<file path="src/core/cbe_pkg.sv">
// Package of types and constants for the conditional branch evaluator.
package cbe_pkg;

   // ****************************************
   // Widths and bit address map
   // ****************************************
   localparam int CBE_DATA_W = 8;
   localparam int CBE_BIT_ADDR_W = 8;
   localparam logic [7:0] CBE_SFR_SPACE_BIT = 8'h80;
   localparam logic [7:0] CBE_USER_BIT_BASE = 8'h20;
   localparam int CBE_BIT_IDX_W = 3;
   localparam int CBE_USER_BYTES = 16;
   localparam int CBE_JB_BYTES = 3;
   localparam int CBE_JC_BYTES = 2;
   localparam int CBE_STD_BYTES = 3;

   // ****************************************
   // Operation codes from the sequencer
   // ****************************************
   typedef enum logic [3:0]
   {
      CBE_OP_NONE = 4'h0,
      CBE_OP_JUMP_IF_BIT_ONE = 4'h1,
      CBE_OP_JUMP_IF_BIT_ONE_THEN_CLEAR = 4'h2,
      CBE_OP_JUMP_IF_BIT_ZERO = 4'h3,
      CBE_OP_JUMP_ON_CARRY_SET = 4'h4,
      CBE_OP_JUMP_ON_CARRY_CLEAR = 4'h5,
      CBE_OP_COMPARE_BRANCH_UNEQUAL = 4'h6,
      CBE_OP_BRANCH_ACC_IS_ZERO = 4'h7,
      CBE_OP_BRANCH_ACC_NOT_ZERO = 4'h8
   } cbe_op_t;

   typedef enum logic [1:0]
   {
      CBE_ST_IDLE = 2'b00,
      CBE_ST_FETCH = 2'b01,
      CBE_ST_DECIDE = 2'b10
   } cbe_state_t;

   typedef struct packed
   {
      cbe_op_t op;
      logic [7:0] bit_addr;
      logic [7:0] operand_a;
      logic [7:0] operand_b;
   } cbe_req_t;

   typedef struct packed
   {
      logic taken;
      logic carry_we;
      logic carry;
      logic [1:0] length;
   } cbe_resp_t;

endpackage : cbe_pkg

</file>
<file path="src/core/cbe_bit_ram.sv">
// Bit addressable user RAM, sixteen bytes with registered read.
`timescale 1ns/100ps
module cbe_bit_ram
#(
   parameter int DEPTH = 16,
   parameter int WIDTH = 8
)
(
   input wire logic core_clk, // Core clock.
   input wire logic clk_en, // Freezes state when low.
   input wire logic [$clog2(DEPTH)-1:0] rd_addr, // Read byte index.
   output logic [WIDTH-1:0] rd_data, // Registered read data.
   input wire logic wr_en, // Byte write strobe.
   input wire logic [$clog2(DEPTH)-1:0] wr_addr, // Write byte index.
   input wire logic [WIDTH-1:0] wr_data // Write data.
);

   logic [WIDTH-1:0] mem [DEPTH];

   initial
   begin
      if (DEPTH < 2 || WIDTH < 1)
      begin
         $error("cbe_bit_ram: bad size");
      end
   end

   always_ff @(posedge core_clk)
   begin
      if (clk_en && wr_en)
      begin
         mem[wr_addr] <= wr_data;
      end
   end

   always_ff @(posedge core_clk)
   begin
      if (clk_en)
      begin
         rd_data <= mem[rd_addr];
      end
   end

endmodule : cbe_bit_ram

</file>
<file path="src/core/cbe_branch_eval.sv">
// Conditional branch evaluator for the 8-bit core.
`timescale 1ns/100ps
// Notes on behaviour
// (RULE1) Bit-one test branches when addressed bit set.
// (RULE2) Then-clear variant branches and clears set bit.
// (RULE3) Bit-zero test branches when bit reads zero.
// (RULE4) Carry-set test, two bytes versus three.
// (RULE5) Carry-clear test branches when carry zero.
// (RULE6) Compare branches when operands differ.
// (RULE7) Compare sets carry when first below second.
// (RULE8) Compare clears carry when first not below.
// (RULE9) Carry update happens taken or not.
// (RULE10) Accumulator-zero test branches when all bits zero.
// (RULE11) Accumulator-nonzero test branches on any one.
// (RULE12) No zero flag; accumulator read directly.
// (RULE13) Low bit addresses map to user RAM bytes.
// (RULE14) High bit addresses select SFR bits.
// (RULE15) Nothing else changes flags or operands.
module cbe_branch_eval
(
   input wire logic core_clk, // Core clock, 125 MHz.
   input wire logic rst_b, // Synchronous reset, active low.
   input wire logic clk_en, // Freezes all state when low.
   input wire logic req_valid, // Request strobe from sequencer.
   input wire cbe_pkg::cbe_req_t req, // Operation and operands.
   output logic req_ready, // Ready for a new request.
   input wire logic carry_in, // Current carry flag.
   input wire logic [7:0] acc, // Current accumulator.
   output logic resp_valid, // One-cycle pulse with decision.
   output cbe_pkg::cbe_resp_t resp, // Decision, carry update, length.
   output logic [7:0] sfr_addr, // SFR byte to read or write.
   input wire logic [7:0] sfr_rd_data, // SFR byte, valid next cycle.
   output logic sfr_we, // SFR write strobe.
   output logic [7:0] sfr_wr_data, // SFR write data.
   input wire logic ram_we_ext, // Sequencer write to user bit RAM.
   input wire logic [3:0] ram_addr_ext, // Sequencer RAM byte index.
   input wire logic [7:0] ram_wdata_ext // Sequencer RAM write data.
);
   import cbe_pkg::*;

   // ****************************************
   // Helper functions
   // ****************************************
   function automatic logic is_bit_op(input cbe_op_t op);
      return op == CBE_OP_JUMP_IF_BIT_ONE ||
             op == CBE_OP_JUMP_IF_BIT_ONE_THEN_CLEAR ||
             op == CBE_OP_JUMP_IF_BIT_ZERO;
   endfunction : is_bit_op

   function automatic logic [7:0] sfr_byte(input logic [7:0] a);
      return {a[7:3], 3'b000}; // see (RULE14)
   endfunction : sfr_byte

   // Carry and accumulator tests fit in two program bytes.
   function automatic logic is_short_op(input cbe_op_t op);
      return op == CBE_OP_JUMP_ON_CARRY_SET ||
             op == CBE_OP_JUMP_ON_CARRY_CLEAR ||
             op == CBE_OP_BRANCH_ACC_IS_ZERO ||
             op == CBE_OP_BRANCH_ACC_NOT_ZERO;
   endfunction : is_short_op

   // ****************************************
   // State
   // ****************************************
   cbe_state_t state;
   cbe_req_t cur;
   logic [7:0] byte_val;
   logic bit_val;
   logic in_sfr;
   logic [3:0] ram_idx;
   logic [7:0] ram_rd;
   logic ram_we;
   logic [3:0] ram_waddr;
   logic [7:0] ram_wdata;
   logic next_taken;
   logic next_clear;
   logic [7:0] cleared_byte;

   // The user bit space must fill the lower half of the bit addresses.
   if (CBE_USER_BYTES * 8 != int'(CBE_SFR_SPACE_BIT))
   begin : g_bad_map
      $error("cbe_branch_eval: user bits do not fill lower half");
   end

   // Only an idle evaluator takes a request; an early one is not queued.
   assign req_ready = state == CBE_ST_IDLE;
   assign in_sfr = cur.bit_addr[7]; // see (RULE13) (RULE14)
   assign ram_idx = in_sfr ? 4'h0 : cur.bit_addr[6:3]; // see (RULE13)

   always_ff @(posedge core_clk)
   begin
      if (!rst_b)
      begin
         state <= CBE_ST_IDLE;
      end
      else if (clk_en)
      begin
         unique case (state)
            CBE_ST_IDLE:
            begin
               if (req_valid)
               begin
                  state <= is_bit_op(req.op) ? CBE_ST_FETCH : CBE_ST_DECIDE;
               end
            end
            CBE_ST_FETCH: state <= CBE_ST_DECIDE;
            CBE_ST_DECIDE: state <= CBE_ST_IDLE;
            default: state <= CBE_ST_IDLE;
         endcase
      end
   end

   always_ff @(posedge core_clk)
   begin
      if (!rst_b)
      begin
         cur <= '0;
      end
      else if (clk_en && req_valid && state == CBE_ST_IDLE)
      begin
         cur <= req;
      end
   end

   // ****************************************
   // Bit fetch
   // ****************************************
   // Byte read: user RAM for low addresses, SFR for the upper half.
   cbe_bit_ram #(.DEPTH(CBE_USER_BYTES), .WIDTH(CBE_DATA_W)) u_ram
   (
      .core_clk(core_clk),
      .clk_en(clk_en),
      .rd_addr(ram_idx),
      .rd_data(ram_rd),
      .wr_en(ram_we),
      .wr_addr(ram_waddr),
      .wr_data(ram_wdata)
   );

   assign sfr_addr = sfr_byte(cur.bit_addr);
   assign byte_val = in_sfr ? sfr_rd_data : ram_rd;
   assign bit_val = byte_val[cur.bit_addr[2:0]]; // see (RULE13)

   // ****************************************
   // Branch decision
   // ****************************************
   always_comb
   begin
      next_taken = 1'b0;
      next_clear = 1'b0;
      unique case (cur.op)
         CBE_OP_JUMP_IF_BIT_ONE: next_taken = bit_val; // see (RULE1)
         CBE_OP_JUMP_IF_BIT_ONE_THEN_CLEAR:
         begin
            next_taken = bit_val; // see (RULE2)
            next_clear = bit_val; // see (RULE2)
         end
         CBE_OP_JUMP_IF_BIT_ZERO: next_taken = !bit_val; // see (RULE3)
         CBE_OP_JUMP_ON_CARRY_SET: next_taken = carry_in; // see (RULE4)
         CBE_OP_JUMP_ON_CARRY_CLEAR: next_taken = !carry_in; // see (RULE5)
         CBE_OP_COMPARE_BRANCH_UNEQUAL:
            next_taken = cur.operand_a != cur.operand_b; // see (RULE6)
         // The accumulator itself is tested; there is no zero flag.
         CBE_OP_BRANCH_ACC_IS_ZERO:
            next_taken = acc == 8'h00; // see (RULE10) (RULE12)
         CBE_OP_BRANCH_ACC_NOT_ZERO:
            next_taken = |acc; // see (RULE11) (RULE12)
         default: next_taken = 1'b0;
      endcase
   end

   assign cleared_byte = byte_val & ~(8'h01 << cur.bit_addr[2:0]);

   // The clear is a read-modify-write of the whole byte, so other bits
   // of the byte keep the value that was just read.
   always_comb
   begin
      ram_we = ram_we_ext;
      ram_waddr = ram_addr_ext;
      ram_wdata = ram_wdata_ext;
      sfr_we = 1'b0;
      sfr_wr_data = 8'h00;
      // Gated by the enable so a frozen cycle does not repeat a strobe.
      if (clk_en && state == CBE_ST_DECIDE && next_clear)
      begin
         if (in_sfr)
         begin
            sfr_we = 1'b1; // see (RULE2) (RULE14)
            sfr_wr_data = cleared_byte;
         end
         else
         begin
            ram_we = 1'b1; // see (RULE2) (RULE13)
            ram_waddr = cur.bit_addr[6:3];
            ram_wdata = cleared_byte;
         end
      end
   end

   // ****************************************
   // Response register
   // ****************************************
   always_ff @(posedge core_clk)
   begin
      if (!rst_b)
      begin
         resp_valid <= 1'b0;
         resp <= '0;
      end
      else if (clk_en)
      begin
         resp_valid <= state == CBE_ST_DECIDE;
         if (state == CBE_ST_DECIDE)
         begin
            resp.taken <= next_taken;
            // Only the compare touches carry, taken or not.
            resp.carry_we <=
               cur.op == CBE_OP_COMPARE_BRANCH_UNEQUAL; // see (RULE9) (RULE15)
            resp.carry <= cur.operand_a < cur.operand_b; // see (RULE7) (RULE8)
            resp.length <= is_short_op(cur.op) ?
                           2'(CBE_JC_BYTES) : 2'(CBE_STD_BYTES); // see (RULE4)
         end
      end
   end

endmodule : cbe_branch_eval

</file>
<file path="config.mk">
export PLATFORM = sky130hd
export DESIGN_NAME = cbe_branch_eval
export DESIGN_NICKNAME = d
export VERILOG_FILES = /design/src/core/cbe_pkg.sv /design/src/core/cbe_bit_ram.sv /design/src/core/cbe_branch_eval.sv
export SDC_FILE = /design/constraint.sdc
export NUM_CORES = 1
export LEC_CHECK = 0
export CAP_MARGIN = 25
export CORE_MARGIN = 2
export CORE_UTILIZATION = 45
export DETAILED_ROUTE_END_ITERATION = 7
export DONT_BUFFER_PORTS = 1
export GPL_ROUTABILITY_DRIVEN = 0
export GPL_TIMING_DRIVEN = 0
export PLACE_DENSITY = 0.64
export SYNTH_ARGS = -nofsm -noshare
export SYNTH_HDL_FRONTEND = slang
export SYNTH_SLANG_ARGS = --single-unit
</file>
<file path="constraint.sdc">
create_clock -name core_clk -period 3.3 [get_ports core_clk]
set_clock_uncertainty 0.05 [all_clocks]
set_input_delay 0.495 -clock core_clk [delete_from_list [all_inputs] [get_ports core_clk]]
set_output_delay 0.495 -clock core_clk [all_outputs]
set_load 0.02 [all_outputs]
</file>
==> results.json, run 1 <==
{
  "drt_iter0_drc": 635,
  "fillers": 1417,
  "remaining_drc_errors": 0,
  "cp-end-kind": "flop",
  "worst_pin_slew_ps": 943.5,
  "grtUsageTotal": 0.2297,
  "period_needed_ps": 3309,
  "synth_area_leaders": "edfxtp_1 (53%), dfxtp_1 (9.4%), mux2_2 (5.3%)",
  "row_count": 47,
  "violations": "setup timing",
  "powerDensity_nw_per_um2": 539.2,
  "p_sw_mw": 1.135,
  "outcome": "complete, but fails checks",
  "ys_warn_count": 0,
  "drive_above_1_share": 0.1706,
  "fin_tns_setup_ps": -66.24,
  "synth_top_area_cell": "edfxtp_1",
  "grt_pass1_vias": 5236,
  "combPwrFrac": 0.080,
  "core_um2": 16640,
  "fp.dieH_um": 134.8,
  "holdPathStages": 0,
  "required_ps": 3300,
  "clkSinkCount": 172,
  "htreeDepth": 4,
  "postCtsSetupBuffers": 0,
  "num_io_pins": 86,
  "worstHoldEndpoint": "u_ram.rd_data[4]$_DFFE_PP_",
  "fin_area_um2": 8806,
  "cts.path.max_buffers": 2,
  "drt-vias-per-instance": 6.013,
  "criticalPathCategory": "flop to flop",
  "dieArea_um2": 18180,
  "fin_crit_sh": 1.003,
  "drtAntennaViolNets": 0,
  "start_kind": "flop",
  "place_inst": 873,
  "cts_tree": "yes",
  "setup_ws_ps": -9.048,
  "async_flop_share": 0,
  "netlist_instances": 639,
  "synth_edf_count": 136,
  "syn2layout_area_growth_pct": 14.33,
  "wl_um": 20480,
  "yosysMostFrequentCell": "edfxtp_1",
  "avgRoutedWirePerCell_um": 22.60,
  "min_path_type": "input pin to flop",
  "syn_area_um2": 7702,
  "cts_buffers": 17,
  "avgSynthCellArea_um2": 12.05,
  "first_pass_iters": 5,
  "place_hpwl_um": 14710,
  "clk_latency_ps": 430,
  "hold_buffers": 0,
  "antenna_found_initial": 1,
  "synth.top_cell.area_share": 0.5302,
  "drv_slew": 0,
  "cp.arrival_ps": 3310,
  "overflow": 0,
  "seqPwrFrac": 0.507,
  "synth_commonest_cells": "edfxtp_1 (136), nand2_1 (94), a21oi_1 (60), o21ai_0 (39)",
  "ys_ff_latch": 172,
  "grt_max_degree": 20,
  "cap_viol_max_count": 0,
  "start_util": 0.4628,
  "ys_types": 46,
  "vdd_drop_max_mv": 0.3397,
  "root_buffer": "clkbuf_16",
  "final_nets": 743,
  "p_leak_nw": 2.955,
  "yosysSeqAreaShare": 0.6238,
  "diodes": 0,
  "worst-r2r-setup-slack_ps": -9,
  "fmax_mhz": 302.2,
  "placed_cell_area_um2": 8119,
  "hold_viol_final": 0,
  "grt_pass1_wl_um": 30530,
  "vias": 5448,
  "rr_worst_depth": 5,
  "swShare": 0.2390,
  "clock_power_share": 0.413,
  "rsz0062_at_grt": "yes",
  "reg2reg_from": "sfr_addr[3]$_SDFFE_PN0P_",
  "max-slew-margin-rel": 0.3641,
  "die_x_um": 134.8,
  "r2r-end": "u_ram.mem[15][2]$_DFFE_PP_",
  "placement.io_buffers": 0,
  "path_clk_slew_ps": 70,
  "stdcell_count": 906,
  "crit_path_max_fanout": 10,
  "seq_area_um2": 4805,
  "finalSetupViolCount": 8,
  "hp-start": "clk_en",
  "power.internal_mw": 3.613,
  "multi_input_area_um2": 2749,
  "synthFlopType": "edfxtp_1"
}
[cell usage in the layout, fill, tap and decap left out, types with 3 or more instances in the layout]
master and instances:
a211oi_1 3, a21o_1 3, a21oi_1 60, a221oi_1 16, a32o_1 8, buf_1 7, buf_2 14, buf_4 13
clkbuf_1 30, clkbuf_16 17, clkinvlp_4 3, conb_1 3, dfxtp_1 36, edfxtp_1 136, ha_1 8, inv_1 15
inv_6 6, mux2_2 36, mux2i_1 21, mux4_1 3, nand2_1 94, nand2b_1 5, nand3_1 18, nand3b_1 3
nand4_1 5, nor2_1 20, nor2b_1 8, nor3_1 5, nor3b_1 4, o21ai_0 34, o21ai_1 3, o31ai_1 3
o41ai_2 3
[layout make-up]
type / instances / share of cell area
Sequential cell: 172 / 0.5456
Multi-Input combinational cell: 399 / 0.3122
Clock buffer: 19 / 0.05143
Tap cell: 220 / 0.03126
Buffer: 53 / 0.02785
Clock inverter: 13 / 0.01478
Timing Repair Buffer: 14 / 0.01009
Inverter: 16 / 0.006820
[kinds of logic (layout without fill, tap and decap cells)]
group	after synthesis	after routing	synth area share
buffers and inverters	70	115	0.03980
other	1	3	0.0004869
flip-flops	172	172	0.6238
XOR/XNOR	2	2	0.002275
adder cells (fa/ha/maj)	8	8	0.01300
AO/OA/AOI/OAI	154	154	0.1252
AND/OR/NAND/NOR	170	170	0.09942
multiplexers	62	62	0.09600
[layer usage]
metal | track usage | vias to the layer above | wire (um)
met5 | 0 | - | 0
met4 | 0.07427 | 0 | 479
met2 | 0.3587 | 329 | 9402
li1 | - | 2453 | -
met3 | 0.07470 | 48 | 2378
met1 | 0.3053 | 2618 | 8219
[through the flow]
stage	hold WS, ps	worst slack, ps	power, mW	utilization
final	135.5	-9.048	4.748	0.5291
after global routing	110.4	-164.4	4.910	0.5291
after CTS	111.2	56.54	4.771	0.5252
after detailed placement	400.3	-209.5	2.816	0.4879
after global placement	393.0	-1357	2.802	0.4798
after floorplan	386.3	467.4	2.700	-
[state kept, by name, summed over array words and instances, names as in the netlist]
name	flops
state	2
resp_valid	1
u_ram.mem	128
resp	5
sfr_addr	5
cur	23
u_ram.rd_data	8
[power by group through the flow]
stage / logic [mW] / registers [mW] / clock network [mW]
5_1_grt: 0.409 / 2.41 / 2.09
2_1_floorplan: 0.256 / 2.44 / 0
3_3_place_gp: 0.348 / 2.45 / 0
6_report: 0.378 / 2.41 / 1.96
3_5_place_dp: 0.362 / 2.45 / 0
4_1_cts: 0.368 / 2.41 / 2.00
[critical path, stage by stage (launching register included)]
cell	delay (ps)
dfxtp_1	480
buf_1	490
clkbuf_1	510
clkbuf_2	410
nand2_1	190
o31ai_2	800
[worst max-delay path by stage]
stage	from	depth (start not counted)	to
after floorplan	sfr_addr[3]$_SDFFE_PN0P_	5	u_ram.mem[7][0]$_DFFE_PP_
after detailed placement	cur[25]$_SDFFE_PN0P_	7	u_ram.mem[10][3]$_DFFE_PP_
final	sfr_addr[3]$_SDFFE_PN0P_	5	u_ram.mem[15][2]$_DFFE_PP_
after global placement	cur[25]$_SDFFE_PN0P_	7	u_ram.mem[10][5]$_DFFE_PP_
after CTS	sfr_addr[3]$_SDFFE_PN0P_	6	u_ram.mem[11][4]$_DFFE_PP_
after global routing	sfr_addr[3]$_SDFFE_PN0P_	6	u_ram.mem[11][4]$_DFFE_PP_
[timing repair]
item	CTS	global route
endpoints found under the setup margin	102	74
endpoints found under the hold margin	0	0
gates resized for setup	9	6
Power figures use the tool's default switching activity.
==> run 2: changes to the inputs <==
--- a/config.mk
+++ b/config.mk
@@ -5,14 +5,14 @@
 export SDC_FILE = /design/constraint.sdc
 export NUM_CORES = 1
 export LEC_CHECK = 0
+export BUFFER_PORTS_ARGS = -buffer_cell sky130_fd_sc_hd__buf_2
 export CAP_MARGIN = 25
 export CORE_MARGIN = 2
 export CORE_UTILIZATION = 45
 export DETAILED_ROUTE_END_ITERATION = 7
-export DONT_BUFFER_PORTS = 1
 export GPL_ROUTABILITY_DRIVEN = 0
 export GPL_TIMING_DRIVEN = 0
-export PLACE_DENSITY = 0.64
+export PLACE_DENSITY = 0.68
 export SYNTH_ARGS = -nofsm -noshare
 export SYNTH_HDL_FRONTEND = slang
 export SYNTH_SLANG_ARGS = --single-unit
==> run 2 against run 1 <==
  * The flow now finishes without violations
  * Die area unchanged
  * Clock power grew 4%
  * Sequential share of layout area fell by 2.2 points
  * Setup slack improved by 160 ps
  * Largest cell class unchanged
==> results.json, run 2 (synthesis gave the netlist of run 1 again) <==
{
  "max-slew-margin-rel": 0.4103,
  "path_cells": "mux4_1, mux2_2, nand3b_1, buf_2, buf_2, nand3_1, o21ai_1, buf_2",
  "grtUsageTotal": 0.2223,
  "path_clk_slew_ps": 70,
  "dieArea_um2": 18180,
  "period_needed_ps": 3150,
  "cts.path.max_buffers": 2,
  "syn2layout_area_growth_pct": 19.22,
  "start_kind": "flop",
  "finalSetupViolCount": 0,
  "met1_usage": 0.2960,
  "die_x_um": 134.8,
  "htreeDepth": 4,
  "crit_path_max_incr_delay_ps": 620,
  "placement.io_buffers": 82,
  "grtUsageMet2": 0.3519,
  "cts_tree": "yes",
  "drt-vias-per-instance": 5.742,
  "remaining_drc_errors": 0,
  "first_pass_iters": 5,
  "p_leak_nw": 3.336,
  "required_ps": 3400,
  "row_count": 47,
  "cpMostUsedCell": "buf_2",
  "critPathBufInv": 3,
  "rsz0062_at_grt": "yes",
  "holdPathStages": 3,
  "outcome": "finished clean",
  "final_common_cell": "edfxtp_1",
  "diodes": 0,
  "fillers": 1365,
  "grt_pass1_vias": 5450,
  "largest_register_ffs": 128,
  "avgRoutedWirePerCell_um": 19.77,
  "final_nets": 830,
  "path_delay_family": "multiplexers",
  "dp_slack_ps": -168.2,
  "busiest_layer": "met2",
  "criticalPathCategory": "flop to flop",
  "overflow": 0,
  "use_met3": 0.05068,
  "crit_path_max_fanout": 10,
  "cp-end-kind": "flop",
  "powerDensity_nw_per_um2": 530.1,
  "start_util": 0.4628,
  "grt_pass1_wl_um": 30100,
  "grt_max_degree": 20,
  "fmax_mhz": 317.5,
  "regMostFlops": "u_ram.mem",
  "hold_buffers": 0,
  "core_um2": 16640,
  "final_cell_mix": "edfxtp_1 (136), buf_2 (98), nand2_1 (94), a21oi_1 (60)",
  "drt_iter0_drc": 586,
  "place_hpwl_um": 14450,
  "cap_viol_max_count": 0,
  "cts_buffers": 17,
  "clk_latency_ps": 440,
  "placed_cell_area_um2": 8558,
  "crit_slowest_cell": "mux4_1",
  "vdd_drop_max_mv": 0.3872,
  "drive_above_1_share": 0.2561,
  "postCtsSetupBuffers": 0,
  "reg_top3": "u_ram.mem (128), cur (23), u_ram.rd_data (8)",
  "clkSinkCount": 172,
  "antenna_found_initial": 0,
  "wl_um": 19630,
  "num_io_pins": 86,
  "vias": 5702,
  "min_path_type": "input pin to flop",
  "drv_slew": 0,
  "drtAntennaViolNets": 0,
  "fin_area_um2": 9183,
  "fp.dieH_um": 134.8,
  "fin_crit_sh": 0.9545,
  "root_buffer": "clkbuf_16",
  "setup_ws_ps": 150.2,
  "rr_worst_depth": 8,
  "worst_pin_slew_ps": 884.4,
  "worstSetupPathDepth": 8,
  "cp.arrival_ps": 3250,
  "hold_viol_final": 0
}
## run 2: metal layers
metal  wire (um)  up-vias
met5           0        -
met2        9113      300
met1        8204     2718
met4         612        0
met3        1699       51
li1            -     2633
## run 2: final timing paths
check	slack [ps]	to	startpoint
setup / recovery	150	u_ram.mem[6][0]$_DFFE_PP_	cur[17]$_SDFFE_PN0P_
hold / removal	250	cur[4]$_SDFFE_PN0P_	req[4]
setup reg to reg	150	u_ram.mem[6][0]$_DFFE_PP_	cur[17]$_SDFFE_PN0P_
hold reg to reg	410	cur[2]$_SDFFE_PN0P_	cur[2]$_SDFFE_PN0P_
## run 2: layout make-up
cell class | instances | area, um2 | share of cell area
Multi-Input combinational cell | 399 | 2660 | 0.2897
Tap cell | 220 | 275.3 | 0.02998
Inverter | 16 | 60.06 | 0.006540
Sequential cell | 172 | 4805 | 0.5232
Clock inverter | 14 | 177.7 | 0.01935
Buffer | 53 | 247.7 | 0.02698
Clock buffer | 18 | 429.2 | 0.04674
Timing Repair Buffer | 101 | 528.0 | 0.05750
## run 2: timing repair
action / in CTS / in global routing
setup endpoints to repair: 25 / 11
resized for setup: 4 / 3
pin swaps: 0 / 0
## run 2: power by group
part,switching [mW],internal (mW),leakage (nW)
logic,0.258,0.163,1.52
clock network,0.893,1.15,0.291
registers,0.0248,2.38,1.53
## run 2: tightest hold or removal path: stages
cell and delay (ps):
buf_2 100, nand2_1 50, a21oi_1 50
## run 2: metrics by stage
| stage | hold WS [ps] | TNS, ps | util | power [mW] | std cells |
|---|---|---|---|---|---|
| 4_1_cts | 227.9 | 0 | 0.5513 | 4.888 | 993 |
| 3_3_place_gp | 383.9 | -123980 | 0.5045 | 2.847 | 943 |
| 2_1_floorplan | 386.3 | 0 | - | 2.700 | 641 |
| 6_report | 248.0 | 0 | 0.5518 | 4.867 | 993 |
| 5_1_grt | 242.4 | -61.68 | 0.5518 | 5.012 | 993 |
| 3_5_place_dp | 403.0 | -1875 | 0.5142 | 2.864 | 962 |
